==> src/verilog/serial_port_pkg.sv <==
/*
 * Constants shared by the serial port control block and its baud
 * generator: register indices, field positions, reset values, counts.
 * Assumes a 25 MHz pclk and an APB master that addresses each register
 * by word: byte address = index * 4.
 */
// Function
// RULE_01 - tx_irq_en requests interrupt while buffer empty
// RULE_02 - tx_done_irq_en requests interrupt while tx done
// RULE_03 - rx_irq_en requests interrupt on overrun or full
// RULE_04 - idle_irq_en requests interrupt on idle line
// RULE_05 - One bit-time delay after tx_on set
// RULE_06 - tx_on toggle mid-word sends idle preamble after
// RULE_07 - Pin released only when both enables clear; code also releases it until tx_on has first been set
// RULE_08 - rx_on enables start bit search
// RULE_09 - Receive data before setting rx_mute
// RULE_10 - rx_mute selects mute; hardware clears on wakeup
// RULE_11 - break_request sends breaks; falling edge sends one
// RULE_12 - Data address splits into tx and rx buffers
// RULE_13 - first_prescale_sel picks coarse factor 1,3,4,13
// RULE_14 - tx_rate_sel gives tx factor two to the field
// RULE_15 - rx_rate_sel gives rx factor two to the field
// RULE_16 - Nonzero rx_ext_divisor divides the sixteen stage
// RULE_17 - Extended receive divider bypassed after reset
// RULE_18 - tx_ext_divisor works likewise for transmit
// RULE_19 - Status read then data access clears flags
// RULE_20 - Plain baud is pclk over coarse, factor, 16
package serial_port_pkg;

  // ****************************************************************
  // Register indices
  // ****************************************************************
  localparam logic [7:0] IDX_STATUS = 8'h50;
  localparam logic [7:0] IDX_DATA   = 8'h51;
  localparam logic [7:0] IDX_BAUD   = 8'h52;
  localparam logic [7:0] IDX_CTRL_A = 8'h53;
  localparam logic [7:0] IDX_CTRL_B = 8'h54;
  localparam logic [7:0] IDX_RX_EXT = 8'h55;
  localparam logic [7:0] IDX_TX_EXT = 8'h57;

  // ****************************************************************
  // Field positions
  // ****************************************************************
  localparam int CB_TX_IRQ_EN   = 7;
  localparam int CB_DONE_IRQ_EN = 6;
  localparam int CB_RX_IRQ_EN   = 5;
  localparam int CB_IDLE_IRQ_EN = 4;
  localparam int CB_TX_ON       = 3;
  localparam int CB_RX_ON       = 2;
  localparam int CB_RX_MUTE     = 1;
  localparam int CB_BREAK_REQ   = 0;
  localparam int CA_WAKE_SEL    = 3;
  localparam int BR_PRE_LSB     = 6;
  localparam int BR_TX_LSB      = 3;
  localparam int BR_RX_LSB      = 0;

  // ****************************************************************
  // Reset values
  // ****************************************************************
  localparam logic [7:0] CTRL_RST = 8'h00;
  localparam logic [7:0] BAUD_RST = 8'h00;
  localparam logic [7:0] EXT_RST  = 8'h00;

  // ****************************************************************
  // Counts and codes
  // ****************************************************************
  localparam logic [3:0] FRAME_LAST = 4'h9;
  localparam logic [3:0] OS_LAST    = 4'hf;
  localparam logic [3:0] START_MID  = 4'h7;
  localparam logic [2:0] DATA_LAST  = 3'h7;
  localparam logic [7:0] IDLE_LAST  = 8'h9f;
  localparam logic [9:0] FRAME_MARK = 10'h3ff;
  localparam logic [9:0] FRAME_SPACE = 10'h000;
  localparam logic [3:0] COARSE_0   = 4'h1;
  localparam logic [3:0] COARSE_1   = 4'h3;
  localparam logic [3:0] COARSE_2   = 4'h4;
  localparam logic [3:0] COARSE_3   = 4'hd;

endpackage

==> src/verilog/baud_gen.sv <==
/*
 * Baud tick generator: oversample tick at sixteen per bit and a bit tick.
 * Assumes the selects come straight from registers on the same clock.
 */
`timescale 1ns/1ps
module baud_gen (
  input  wire logic       pclk,
  input  wire logic       presetn,
  input  wire logic       ce,
  input  wire logic [1:0] prescale_sel,
  input  wire logic [2:0] rate_sel,
  input  wire logic [7:0] ext_div,
  output logic            os_tick,
  output logic            bit_tick
);

  typedef struct packed {
    logic [18:0] cnt;
    logic [3:0]  sub;
    logic        os;
    logic        bt;
  } bg_state_t;

  bg_state_t s;
  bg_state_t n;
  logic [18:0] span;
  logic [7:0]  ext_eff;

  function automatic logic [3:0] coarse(input logic [1:0] sel);
    logic [3:0] f;
    f = serial_port_pkg::COARSE_0;
    unique case (sel)
      2'h0: f = serial_port_pkg::COARSE_0;
      2'h1: f = serial_port_pkg::COARSE_1;
      2'h2: f = serial_port_pkg::COARSE_2;
      2'h3: f = serial_port_pkg::COARSE_3;
    endcase
    return f;
  endfunction

  // ****************************************************************
  // Divider chain
  // ****************************************************************
  always_comb
  begin
    ext_eff = (ext_div == 8'h00) ? 8'h01 : ext_div;  // see RULE_16
    span = 19'(19'(coarse(prescale_sel)) * 19'(ext_eff))
           << rate_sel;  // see RULE_13 see RULE_14 see RULE_15
    n = s;
    n.os = 1'b0;
    n.bt = 1'b0;
    if (s.cnt >= span - 19'h00001)
    begin
      n.cnt = 19'h00000;
      n.os = 1'b1;
      n.sub = s.sub + 4'h1;
      n.bt = (s.sub == serial_port_pkg::OS_LAST);  // see RULE_20
    end
    else
    begin
      n.cnt = s.cnt + 19'h00001;
    end
  end

  always_ff @(posedge pclk or negedge presetn)
  begin
    if (!presetn)
      s <= '0;
    else if (ce)
      s <= n;
  end

  assign os_tick = s.os;
  assign bit_tick = s.bt;

endmodule

==> src/verilog/serial_port.sv <==
/*
 * Serial port control block: APB register file, transmitter with break
 * and preamble, receiver with mute wakeup, interrupt request.
 * Assumes an APB master on pclk and an asynchronous line on rxd_pin.
 */
`timescale 1ns/1ps
module serial_port (
  input  wire logic        pclk,
  input  wire logic        presetn,
  input  wire logic        ce,
  input  wire logic        psel,
  input  wire logic        penable,
  input  wire logic        pwrite,
  input  wire logic [11:0] paddr,
  input  wire logic [31:0] pwdata,
  output logic [31:0]      prdata,
  output logic             pready,
  output logic             pslverr,
  input  wire logic        rxd_pin,
  output logic             txd_out,
  output logic             txd_oe,
  output logic             irq
);

  typedef enum logic [1:0] {TX_OFF, TX_DELAY, TX_READY, TX_SHIFT} tx_st_t;
  typedef enum logic [1:0] {RX_IDLE, RX_START, RX_DATA, RX_STOP} rx_st_t;

  typedef struct packed {
    logic [7:0]  ctrl_a;
    logic [7:0]  ctrl_b;
    logic [7:0]  baud;
    logic [7:0]  rx_ext;
    logic [7:0]  tx_ext;
    logic [7:0]  tx_buf;
    logic [7:0]  rx_buf;
    logic        tx_buffer_empty_flag;
    logic        tc;
    logic        rx_full_flag;
    logic        idle;
    logic        ovr;
    logic        fe;
    logic        armed;
    logic        capt;
    logic [31:0] rdata;
    logic [2:0]  rx_sync;
    logic        rx_line;
    tx_st_t      tx_st;
    logic [9:0]  tx_frame;
    logic [3:0]  tx_left;
    logic        tx_q;
    logic        ton_d;
    logic        brk_d;
    logic        pre_pend;
    logic        brk_pend;
    logic        tx_ever;
    rx_st_t      rx_st;
    logic [3:0]  os_cnt;
    logic [2:0]  bit_cnt;
    logic [7:0]  rx_sh;
    logic [7:0]  idle_cnt;
    logic        idle_armed;
  } state_t;

  state_t s;
  state_t n;

  logic       os_tick;
  logic       bit_tick;
  logic       xfer;
  logic       wr;
  logic       rd;
  logic [7:0] idx;
  logic       ton;
  logic       ron;
  logic       brq;
  logic       mute;
  logic       can_load;
  logic       loaded;
  logic       wake;
  logic [7:0] status;

  function automatic logic mapped(input logic [11:0] a);
    logic [7:0] i;
    i = a[9:2];
    return (a[11:10] == 2'h0) &&
           (i == serial_port_pkg::IDX_STATUS ||
            i == serial_port_pkg::IDX_DATA ||
            i == serial_port_pkg::IDX_BAUD ||
            i == serial_port_pkg::IDX_CTRL_A ||
            i == serial_port_pkg::IDX_CTRL_B ||
            i == serial_port_pkg::IDX_RX_EXT ||
            i == serial_port_pkg::IDX_TX_EXT);
  endfunction

  // ****************************************************************
  // Baud generators
  // ****************************************************************
  baud_gen u_tx_baud (
    .pclk         (pclk),
    .presetn      (presetn),
    .ce           (ce),
    .prescale_sel (s.baud[serial_port_pkg::BR_PRE_LSB +: 2]),
    .rate_sel     (s.baud[serial_port_pkg::BR_TX_LSB +: 3]),
    .ext_div      (s.tx_ext),  // see RULE_18
    .os_tick      (),
    .bit_tick     (bit_tick)
  );

  baud_gen u_rx_baud (
    .pclk         (pclk),
    .presetn      (presetn),
    .ce           (ce),
    .prescale_sel (s.baud[serial_port_pkg::BR_PRE_LSB +: 2]),
    .rate_sel     (s.baud[serial_port_pkg::BR_RX_LSB +: 3]),
    .ext_div      (s.rx_ext),  // see RULE_16
    .os_tick      (os_tick),
    .bit_tick     ()
  );

  // ****************************************************************
  // Decode and outputs
  // ****************************************************************
  assign idx = paddr[9:2];
  assign ton = s.ctrl_b[serial_port_pkg::CB_TX_ON];
  assign ron = s.ctrl_b[serial_port_pkg::CB_RX_ON];
  assign brq = s.ctrl_b[serial_port_pkg::CB_BREAK_REQ];
  assign mute = s.ctrl_b[serial_port_pkg::CB_RX_MUTE];
  assign status = {s.tx_buffer_empty_flag, s.tc, s.rx_full_flag, s.idle, s.ovr, 1'b0, s.fe, 1'b0};

  assign pready = psel & penable & ce & s.capt;
  assign pslverr = pready & ~mapped(paddr);
  assign xfer = pready;
  assign wr = xfer & pwrite & mapped(paddr);
  assign rd = xfer & ~pwrite & mapped(paddr);
  assign prdata = s.rdata;
  assign txd_out = s.tx_q;
  assign txd_oe = s.tx_ever & (ton | ron);  // see RULE_07

  always_comb
  begin
    irq = (s.ctrl_b[serial_port_pkg::CB_TX_IRQ_EN] & s.tx_buffer_empty_flag)    // see RULE_01
        | (s.ctrl_b[serial_port_pkg::CB_DONE_IRQ_EN] & s.tc)    // see RULE_02
        | (s.ctrl_b[serial_port_pkg::CB_RX_IRQ_EN]
           & (s.ovr | s.rx_full_flag))                                 // see RULE_03
        | (s.ctrl_b[serial_port_pkg::CB_IDLE_IRQ_EN] & s.idle); // see RULE_04
  end

  // ****************************************************************
  // Next state
  // ****************************************************************
  always_comb
  begin
    n = s;
    can_load = 1'b0;
    loaded = 1'b0;
    wake = 1'b0;

    // Bus side: reads capture data, clears come before hardware sets
    n.capt = psel & ~xfer;
    if (psel & ~pwrite & ~xfer)
    begin
      unique case (idx)
        serial_port_pkg::IDX_STATUS: n.rdata = {24'h000000, status};
        serial_port_pkg::IDX_DATA:   n.rdata = {24'h000000, s.rx_buf};
        serial_port_pkg::IDX_BAUD:   n.rdata = {24'h000000, s.baud};
        serial_port_pkg::IDX_CTRL_A: n.rdata = {24'h000000, s.ctrl_a};
        serial_port_pkg::IDX_CTRL_B: n.rdata = {24'h000000, s.ctrl_b};
        serial_port_pkg::IDX_RX_EXT: n.rdata = {24'h000000, s.rx_ext};
        serial_port_pkg::IDX_TX_EXT: n.rdata = {24'h000000, s.tx_ext};
        default:                     n.rdata = 32'h00000000;
      endcase
    end
    if (rd & (idx == serial_port_pkg::IDX_STATUS))
      n.armed = 1'b1;
    if ((rd | wr) & (idx == serial_port_pkg::IDX_DATA) & s.armed)
    begin
      n.armed = 1'b0;
      n.rx_full_flag = 1'b0;  // see RULE_19
      n.idle = 1'b0;
      n.ovr = 1'b0;
      n.fe = 1'b0;
      if (wr)
        n.tc = 1'b0;
    end
    if (wr)
    begin
      unique case (idx)
        serial_port_pkg::IDX_DATA:
        begin
          n.tx_buf = pwdata[7:0];  // see RULE_12
          n.tx_buffer_empty_flag = 1'b0;
        end
        serial_port_pkg::IDX_BAUD:   n.baud = pwdata[7:0];
        serial_port_pkg::IDX_CTRL_A: n.ctrl_a = {1'b0, pwdata[6:0]};
        serial_port_pkg::IDX_CTRL_B: n.ctrl_b = pwdata[7:0];
        serial_port_pkg::IDX_RX_EXT: n.rx_ext = pwdata[7:0];
        serial_port_pkg::IDX_TX_EXT: n.tx_ext = pwdata[7:0];
        default:                     n.rx_ext = s.rx_ext;
      endcase
    end

    // Transmitter
    n.ton_d = ton;
    n.brk_d = brq;
    if (ton)
      n.tx_ever = 1'b1;
    if (~brq & s.brk_d & (s.tx_st == TX_SHIFT))
      n.brk_pend = 1'b1;  // see RULE_11
    unique case (s.tx_st)
      TX_OFF:
      begin
        n.tx_q = 1'b1;
        if (ton & ~s.ton_d)
          n.tx_st = TX_DELAY;
      end
      TX_DELAY:
      begin
        if (~ton)
          n.tx_st = TX_OFF;
        else if (bit_tick)
          n.tx_st = TX_READY;  // see RULE_05
      end
      TX_READY:
      begin
        if (~ton)
          n.tx_st = TX_OFF;
        else
          can_load = bit_tick;
      end
      TX_SHIFT:
      begin
        if (ton & ~s.ton_d)
          n.pre_pend = 1'b1;  // see RULE_06
        if (bit_tick)
        begin
          if (s.tx_left == 4'h0)
          begin
            n.tx_q = 1'b1;
            n.tx_st = ton ? TX_READY : TX_OFF;
            can_load = ton;
            n.tc = s.tx_buffer_empty_flag & ~s.pre_pend & ~s.brk_pend & ~brq;
          end
          else
          begin
            n.tx_q = s.tx_frame[0];
            n.tx_frame = {1'b1, s.tx_frame[9:1]};
            n.tx_left = s.tx_left - 4'h1;
          end
        end
      end
    endcase
    if (can_load)
    begin
      loaded = 1'b1;
      if (brq | s.brk_pend)
      begin
        n.tx_frame = serial_port_pkg::FRAME_SPACE;  // see RULE_11
        n.brk_pend = 1'b0;
      end
      else if (s.pre_pend | n.pre_pend)
      begin
        n.tx_frame = serial_port_pkg::FRAME_MARK;  // see RULE_06
        n.pre_pend = 1'b0;
      end
      else if (~s.tx_buffer_empty_flag)
      begin
        n.tx_frame = {1'b1, s.tx_buf, 1'b0};  // see RULE_12
        n.tx_buffer_empty_flag = 1'b1;
      end
      else
        loaded = 1'b0;
    end
    if (loaded)
    begin
      n.tc = 1'b0;
      n.tx_q = n.tx_frame[0];
      n.tx_frame = {1'b1, n.tx_frame[9:1]};
      n.tx_left = serial_port_pkg::FRAME_LAST;
      n.tx_st = TX_SHIFT;
    end

    // Receiver: three-stage synchroniser, change taken when the last two stages agree
    n.rx_sync = {s.rx_sync[1:0], rxd_pin};
    if (s.rx_sync[2] == s.rx_sync[1])
      n.rx_line = s.rx_sync[2];
    if (~ron)
    begin
      n.rx_st = RX_IDLE;  // see RULE_08
      n.idle_cnt = 8'h00;
    end
    else if (os_tick)
    begin
      unique case (s.rx_st)
        RX_IDLE:
        begin
          if (~s.rx_line)
          begin
            n.rx_st = RX_START;
            n.os_cnt = 4'h0;
            n.idle_cnt = 8'h00;
          end
          else if (s.idle_armed)
          begin
            if (s.idle_cnt == serial_port_pkg::IDLE_LAST)
            begin
              n.idle_armed = 1'b0;  // see RULE_09
              if (mute & ~s.ctrl_a[serial_port_pkg::CA_WAKE_SEL])
                n.ctrl_b[serial_port_pkg::CB_RX_MUTE] = 1'b0;  // see RULE_10
              else if (~mute)
                n.idle = 1'b1;
            end
            else
              n.idle_cnt = s.idle_cnt + 8'h01;
          end
        end
        RX_START:
        begin
          if (s.rx_line)
            n.rx_st = RX_IDLE;
          else if (s.os_cnt == serial_port_pkg::START_MID)
          begin
            n.rx_st = RX_DATA;
            n.os_cnt = 4'h0;
            n.bit_cnt = 3'h0;
          end
          else
            n.os_cnt = s.os_cnt + 4'h1;
        end
        RX_DATA:
        begin
          n.os_cnt = s.os_cnt + 4'h1;
          if (s.os_cnt == serial_port_pkg::OS_LAST)
          begin
            n.rx_sh = {s.rx_line, s.rx_sh[7:1]};
            n.bit_cnt = s.bit_cnt + 3'h1;
            if (s.bit_cnt == serial_port_pkg::DATA_LAST)
              n.rx_st = RX_STOP;
          end
        end
        RX_STOP:
        begin
          n.os_cnt = s.os_cnt + 4'h1;
          if (s.os_cnt == serial_port_pkg::OS_LAST)
          begin
            n.rx_st = RX_IDLE;
            n.idle_armed = 1'b1;
            n.idle_cnt = 8'h00;
            wake = mute & s.ctrl_a[serial_port_pkg::CA_WAKE_SEL]
                   & s.rx_sh[7];
            if (wake)
              n.ctrl_b[serial_port_pkg::CB_RX_MUTE] = 1'b0;  // see RULE_10
            if (~mute | wake)
            begin
              if (s.rx_full_flag)
                n.ovr = 1'b1;
              else
              begin
                n.rx_buf = s.rx_sh;  // see RULE_12
                n.rx_full_flag = 1'b1;
                n.fe = ~s.rx_line;
              end
            end
          end
        end
      endcase
    end
  end

  // ****************************************************************
  // State register
  // ****************************************************************
  always_ff @(posedge pclk or negedge presetn)
  begin
    if (!presetn)
    begin
      s <= '0;
      s.ctrl_a <= serial_port_pkg::CTRL_RST;
      s.ctrl_b <= serial_port_pkg::CTRL_RST;
      s.baud <= serial_port_pkg::BAUD_RST;
      s.rx_ext <= serial_port_pkg::EXT_RST;  // see RULE_17
      s.tx_ext <= serial_port_pkg::EXT_RST;
      s.tx_buffer_empty_flag <= 1'b1;
      s.tc <= 1'b1;
      s.rx_sync <= 3'h7;
      s.rx_line <= 1'b1;
      s.tx_q <= 1'b1;
      s.tx_st <= TX_OFF;
      s.rx_st <= RX_IDLE;
    end
    else if (ce)
      s <= n;
  end

endmodule

==> config.mk <==
export PLATFORM = sky130hd
export DESIGN_NAME = serial_port
export DESIGN_NICKNAME = d
export VERILOG_FILES = /design/src/verilog/serial_port_pkg.sv /design/src/verilog/baud_gen.sv /design/src/verilog/serial_port.sv
export SDC_FILE = /design/constraint.sdc
export NUM_CORES = 1
export LEC_CHECK = 0
export ABC_CLOCK_PERIOD_IN_PS = 9500
export BUFFER_PORTS_ARGS = -buffer_cell sky130_fd_sc_hd__buf_2
export CORE_MARGIN = 1.5
export CORE_UTILIZATION = 45
export CTS_CLUSTER_SIZE = 28
export DETAILED_ROUTE_END_ITERATION = 12
export SYNTH_ARGS = -nofsm -noshare
export SYNTH_HDL_FRONTEND = slang
export SYNTH_SLANG_ARGS = --single-unit
==> constraint.sdc <==
create_clock -name pclk -period 9.5 [get_ports pclk]
set_input_delay 2.85 -clock pclk [delete_from_list [all_inputs] [get_ports pclk]]
set_output_delay 2.85 -clock pclk [all_outputs]
set_load 0.005 [all_outputs]
* After elaboration in Yosys (flattened, before gate mapping)
Index checks and enable logic that the tools add are counted.
Operators by class: bitwise logic cells 48, multiplexer cells 108, reductions and logical operators 42, divide/modulo/power cells 0, equality and inequality tests 44, order comparisons 2, add/sub/neg operators 10, shift operators 2, multiply operators 2
Operator list (count):
- $mux W8 | 10
- $eq A8 B7 Y1 const B | 7
- $pmux W8 S7 | 1
- $mux W1 | 49
- $mux W10 | 4
- $add A19 B1 Y19 const B | 2
- $ge A19 B19 Y1 | 2
- $mux W19 | 2
- $shl A12 B3 Y19 | 2
- $sub A19 B1 Y19 const B | 2
- $mux W2 | 18
- $mux W17 | 2
- $mux W34 | 1
- $and A1 B1 Y1 | 28
- $mux W14 | 2
- $mux W26 | 1
- $mul A4 B8 Y12 | 2
- $pmux W6 S4 | 1
- $reduce_and A3 Y1 | 7
- $reduce_and A7 Y1 | 3
- $mux W9 | 2
- $ne A3 B3 Y1 const B | 6
- $pmux W9 S2 | 1
- $reduce_and A6 Y1 | 3
- 38 further kinds | 100
Word-level totals: output and inout port bits 37, word-level logic and storage cells 298, memory bits (read-only) 0, bits in writable memories 0, bits in latches 0, memories kept 0, bits in registers 195

* Depth between registers and ports, before layout
depth in word-level cells 21, depth in mapped cells 29

* By module
Synthesis repeated with hierarchy kept, for this count alone.
Second synthesis, totals: cell total of the unflattened synthesis 1612, area total of the unflattened synthesis 14991.9 um^2
Modules (own cells, without submodules):
- serial_port | times used 1, seq. area each 3086.7 um^2, area an instance 6723.9 um^2, cells an instance 610
- baud_gen (u_tx_baud) | times used 1, seq. area each 625.6 um^2, area an instance 4294.1 um^2, cells an instance 511
- baud_gen (u_rx_baud) | times used 1, seq. area each 625.6 um^2, area an instance 3973.8 um^2, cells an instance 491

* Worst setup path before layout
No wires, ideal clock.
kind in2out, start input port paddr[5], end output port pslverr, setup slack 2.820 ns, path buffers 0, data arrival time 3.830 ns, cell stages on the path 4, data required time 6.650 ns, path through nor4b_2 -> nand2_1 -> a2111oi_0 -> nor2_1
Between the ends: word-level cells in the longest chain between the ends 10, elaborated cells between the ends (all ways) 16, classes of those cells eq/ne: 7; bitwise: 2; reduce/logical: 7
RTL lines:
- start: declaration | RTL line serial_port.sv:14 | input wire logic [11:0] paddr,
- $eq A8 B7 Y1 (on tied branches) | RTL line serial_port.sv:86, serial_port.sv:87
- $logic_or A1 B1 Y1 | RTL line serial_port.sv:86 | (i == serial_port_pkg::IDX_STATUS ||
- $logic_or A1 B1 Y1 | RTL line serial_port.sv:87 | i == serial_port_pkg::IDX_DATA ||
- $logic_or A1 B1 Y1 | RTL line serial_port.sv:88 | i == serial_port_pkg::IDX_BAUD ||
- $logic_or A1 B1 Y1 | RTL line serial_port.sv:89 | i == serial_port_pkg::IDX_CTRL_A ||
- $logic_or A1 B1 Y1 | RTL line serial_port.sv:90 | i == serial_port_pkg::IDX_CTRL_B ||
- $logic_or A1 B1 Y1 * | RTL line serial_port.sv:91 | i == serial_port_pkg::IDX_RX_EXT ||
- $logic_and A1 B1 Y1 * | RTL line serial_port.sv:85 | return (a[11:10] == 2'h0) &&
- $not A1 Y1 * | RTL line serial_port.sv:131 | assign pslverr = pready & ~mapped(paddr);
- $and A1 B1 Y1 * | RTL line serial_port.sv:131
- end: declaration | RTL line serial_port.sv:18 | output logic pslverr,
Mark *: on every way between the ends. The rest lies on a longest branch, timed or not.

* Worst setup path in the final report
start register s[130] (netlist bit), end register u_tx_baud.s[6] (netlist bit)
Between the ends: word-level cells in the longest chain between the ends 7, elaborated cells between the ends (all ways) 10, classes of those cells add/sub: 1; mul: 1; order compare: 1; eq/ne: 3; shift: 1; mux: 2; reduce/logical: 1
RTL lines:
- start: declaration | RTL line serial_port.sv:64 | state_t s;
- start signal: assignment | RTL line serial_port.sv:391 | s <= n;
- $eq A2 B2 Y1 (tied with other cells) | RTL line baud_gen.sv:32 | unique case (sel)
- $pmux W4 S4 * | RTL line baud_gen.sv:32
- $mul A4 B8 Y12 * | RTL line baud_gen.sv:47 | span = 19'(19'(coarse(prescale_sel)) * 19'(ext_eff))
- $shl A12 B3 Y19 * | RTL line baud_gen.sv:47
- $sub A19 B1 Y19 * | RTL line baud_gen.sv:52 | if (s.cnt >= span - 19'h00001)
- $ge A19 B19 Y1 * | RTL line baud_gen.sv:52
- $mux W19 * | RTL line baud_gen.sv:52
- end signal: assignment | RTL line baud_gen.sv:70 | s <= n;
- end: declaration | RTL line baud_gen.sv:24 | bg_state_t s;
Marked as above. A chain may end at the register's enable or synchronous reset.

==> flow_metrics.tcl <==
set metrics [dict create \
    cts-resized-gates 0 \
    timing.rr.start "s[130]" \
    first_global_vias 10959 \
    synth_edf_count 0 \
    antenna_found_initial 0 \
    crit_path_max_fanout 21 \
    ant_nets 0 \
    hold_slack_ps 467.9 \
    initial_core_util_pct 46.15 \
    synth.distinct_cells 100 \
    drt_wl_total_um 33230 \
    drtPass1Iterations 4 \
    drcViolationCount 0 \
    timing.slew.headroom_pct 30.91 \
    synth.area.top_cells "dfrtp_1 (29%), ha_1 (7.7%), mux2_2 (5.2%)" \
    cts_buffers 17 \
    synth_top_area_cell "dfrtp_1" \
    syn2layout_area_growth_pct 6.824 \
    period_share_pct 81.96 \
    post_synth.cell_area_avg_um2 8.732 \
    vdd_drop_max_mv 0.1348 \
    cpMaxStageDelayCell "nor4b_2" \
    synthFlopType "dfrtp_1" \
    hold_buffers 0 \
    clk-insertion-delay-late_ps 440 \
    final_util_pct 49.30 \
    leakage_nw 6.867 \
    overflow 0 \
    wl_per_cell_um 16.93 \
    arrival_ps 8120 \
    maxCapViolations 0 \
    whs_endpoint "s[26]" \
    cts_buffer_depth 2 \
    finalSetupViolations 0 \
    cts_root_buffer "clkbuf_16" \
    worst_slack_ps 1714 \
    synth-async-reset-ratio_pct 100.0 \
    cts.clk_slew.worst_paths_ps 70 \
    cts.sinks 167 \
    fillers 2836 \
    setup_tns_ps 0 \
    power_density_nw_per_um2 120.8 \
    path_delay_family "simple AND/OR/NAND/NOR gates" \
    ys_seq_area_share_pct 30.37 \
    r2r_cells 21 \
    fmax_mhz 128.4 \
    grt_pass1_wl_um 55840 \
    status "complete, no violations" \
    antenna_cells 0 \
    port_buffers 37 \
    final_layout_size_suffix_gt1_share_pct 12.14 \
    slowest_delay_ps 830 \
    h-tree-depth 4 \
    post_cts.repair.setup_buffers 0 \
    place_ws_ps 1639 \
    slew_violations 0 \
    rsz0062_at_grt "no" \
    worstMarginPinSlew_ps 1036 \
    synth_commonest_cells "nand2_1 (162), dfrtp_1 (160), o21ai_0 (106), nor2_1 (105)" \
    startpoint "s[130]" \
    die_x_um 178.0 \
    power_mw 1.780 \
    rows 63 \
    hold_viol 0 \
    whs_path_depth 1 \
    cp_num_buf_inv 1 \
    nets 1720 \
    track_usage_pct 21.96 \
    crit_chain "nor2b_1 -> and2_1 -> fa_1 -> fa_1 -> inv_1 -> fa_1 -> and2b_1 -> o311ai_1 -> and4_1 -> nor3_2 -> o32ai_1 -> o31ai_2 -> nand3_2 -> nor4_2 -> xor2_1 -> ha_1 -> nand4_1 -> nor3_1 -> nor4b_2 -> nor3_1 -> mux2_2" \
    die_h_um 178.0 \
    netlist.area_leader.share_pct 29.04 \
    drt_iter0_drc 715 \
    crit_top_cell "fa_1" \
    reg2reg_setup_slack_ps 1710 \
    fin_crit_ps 7786 \
    fp.coreArea_um2 29870 \
    fin_skew_ps 11.85 \
    dpl.hpwl_um 24290 \
    grt_max_degree 89 \
    syn_area_um2 13790 \
    globalplace.congestion 0.8371 \
    io_pins 88 \
    crit_path_start_kind "flip-flop" \
    ys_seq_elements 167 \
    hold_class "reg -> reg" \
    yosysMostFrequentCell "nand2_1" \
    worst-setup-path-type "reg -> reg" \
    post_drt_via_cell_ratio 5.867 \
    cp-end-kind "flip-flop" \
    yosysWarnings 0 \
    cts_tree "yes" \
    die_area_um2 31700 \
    required_ps 9840 \
    syn_inst 1579 \
    worstHoldStart "s[26]" \
    vias 11516 \
    r2r_end "u_tx_baud.s[6]" \
]
routing by layer:
| layer | vias up | global-route usage [%] | wire length, µm |
|---|---|---|---|
| met2 | 253 | 36.85 | 15770 |
| met3 | 37 | 3.517 | 1446 |
| li1 | 5648 | - | - |
| met1 | 5578 | 29.26 | 15480 |
| met4 | 0 | 5.987 | 541 |
| met5 | - | 0 | 0 |
state kept, by name (all words and copies together) (netlist names):
register and count:
s 108, u_tx_baud.s 23, u_rx_baud.s 19, prdata 8
n 3, brq 1, mute 1, ron 1
txd_out 1, u_rx_baud.os_tick 1, u_tx_baud.bit_tick 1
where the power goes:
group,total [mW],switching (mW),internal [mW]
logic,0.189,0.106,0.0831
registers,0.815,0.0604,0.755
clock network,0.776,0.321,0.455
total,1.78,0.487,1.29
through the flow:
step | instance area [µm²] | cells
global placement | 14080 | 1931
floorplan | 13870 | 1602
global route | 14730 | 1963
CTS | 14730 | 1963
finish | 14730 | 1963
detailed placement | 14080 | 1931
how the worst max path moves through the flow:
stage | slack, ps | end | cells after the start
floorplan | 2820 | pslverr | 4
global placement | 1770 | u_tx_baud.s[6] | 21
detailed placement | 1640 | u_tx_baud.s[6] | 21
CTS | 1610 | u_tx_baud.s[6] | 21
global route | 990 | u_tx_baud.s[6] | 21
finish | 1710 | u_tx_baud.s[6] | 21
cells in the final DEF (no fill, tap or decap), types with 7 or more instances in the layout:
master / Yosys / routed
and2_1: 44 / 44
o21ai_0: 106 / 106
and3_1: 37 / 37
a22o_1: 12 / 12
a21o_1: 27 / 27
dfrtp_1: 160 / 160
clkbuf_16: 0 / 17
nor2b_1: 16 / 16
fa_1: 24 / 24
ha_1: 85 / 85
buf_4: 32 / 8
buf_2: 5 / 36
dfstp_2: 7 / 7
o2bb2ai_1: 7 / 7
o211ai_1: 12 / 12
or3_1: 9 / 9
nand4_1: 19 / 19
mux2i_1: 20 / 20
a31oi_1: 14 / 14
nand2_1: 162 / 162
a21oi_1: 85 / 85
a211oi_1: 7 / 7
o21a_1: 14 / 14
xnor2_1: 34 / 34
nor4_1: 9 / 9
and4_1: 7 / 7
conb_1: 1 / 24
o31ai_1: 21 / 21
nor2_1: 105 / 105
a221oi_1: 13 / 13
nand2b_1: 22 / 22
nor3_1: 36 / 36
o22ai_1: 12 / 12
xor2_1: 30 / 30
mux2_2: 64 / 64
nand3_1: 48 / 48
inv_1: 70 / 70
area by class of cell:
cell class	instances	area [µm²]	share of cell area, %
clock inverter	14	209.0	1.419
timing repair buffer	45	251.5	1.707
clock buffer	18	439.2	2.982
sequential	167	4188	28.43
multi-input combinational	1256	8880	60.29
tap	390	488.0	3.313
inverter	73	274.0	1.860
cells by family (layout without fill, tap and decap cells):
logic type,Yosys count,count (layout),synth area share [%]
buffers and inverters,179,150,5.898
multiplexers,88,88,7.250
adder cells (fa/ha/maj),109,109,11.20
AO/OA/AOI/OAI,417,417,20.60
other,1,24,0.02720
flip-flops,167,167,30.37
XOR/XNOR,65,65,4.183
AND/OR/NAND/NOR,553,553,20.47
worst reg2reg max path, cell delays in order, from the launching register on:
cell	delay, ps
dfrtp_1	760
nor2b_1	740
and2_1	260
fa_1	420
fa_1	540
inv_1	70
fa_1	460
and2b_1	290
o311ai_1	140
and4_1	280
nor3_2	310
o32ai_1	190
o31ai_2	410
nand3_2	210
nor4_2	320
xor2_1	110
ha_1	330
nand4_1	90
nor3_1	250
nor4b_2	830
nor3_1	310
mux2_2	350
(Power assumes the default switching activity.)
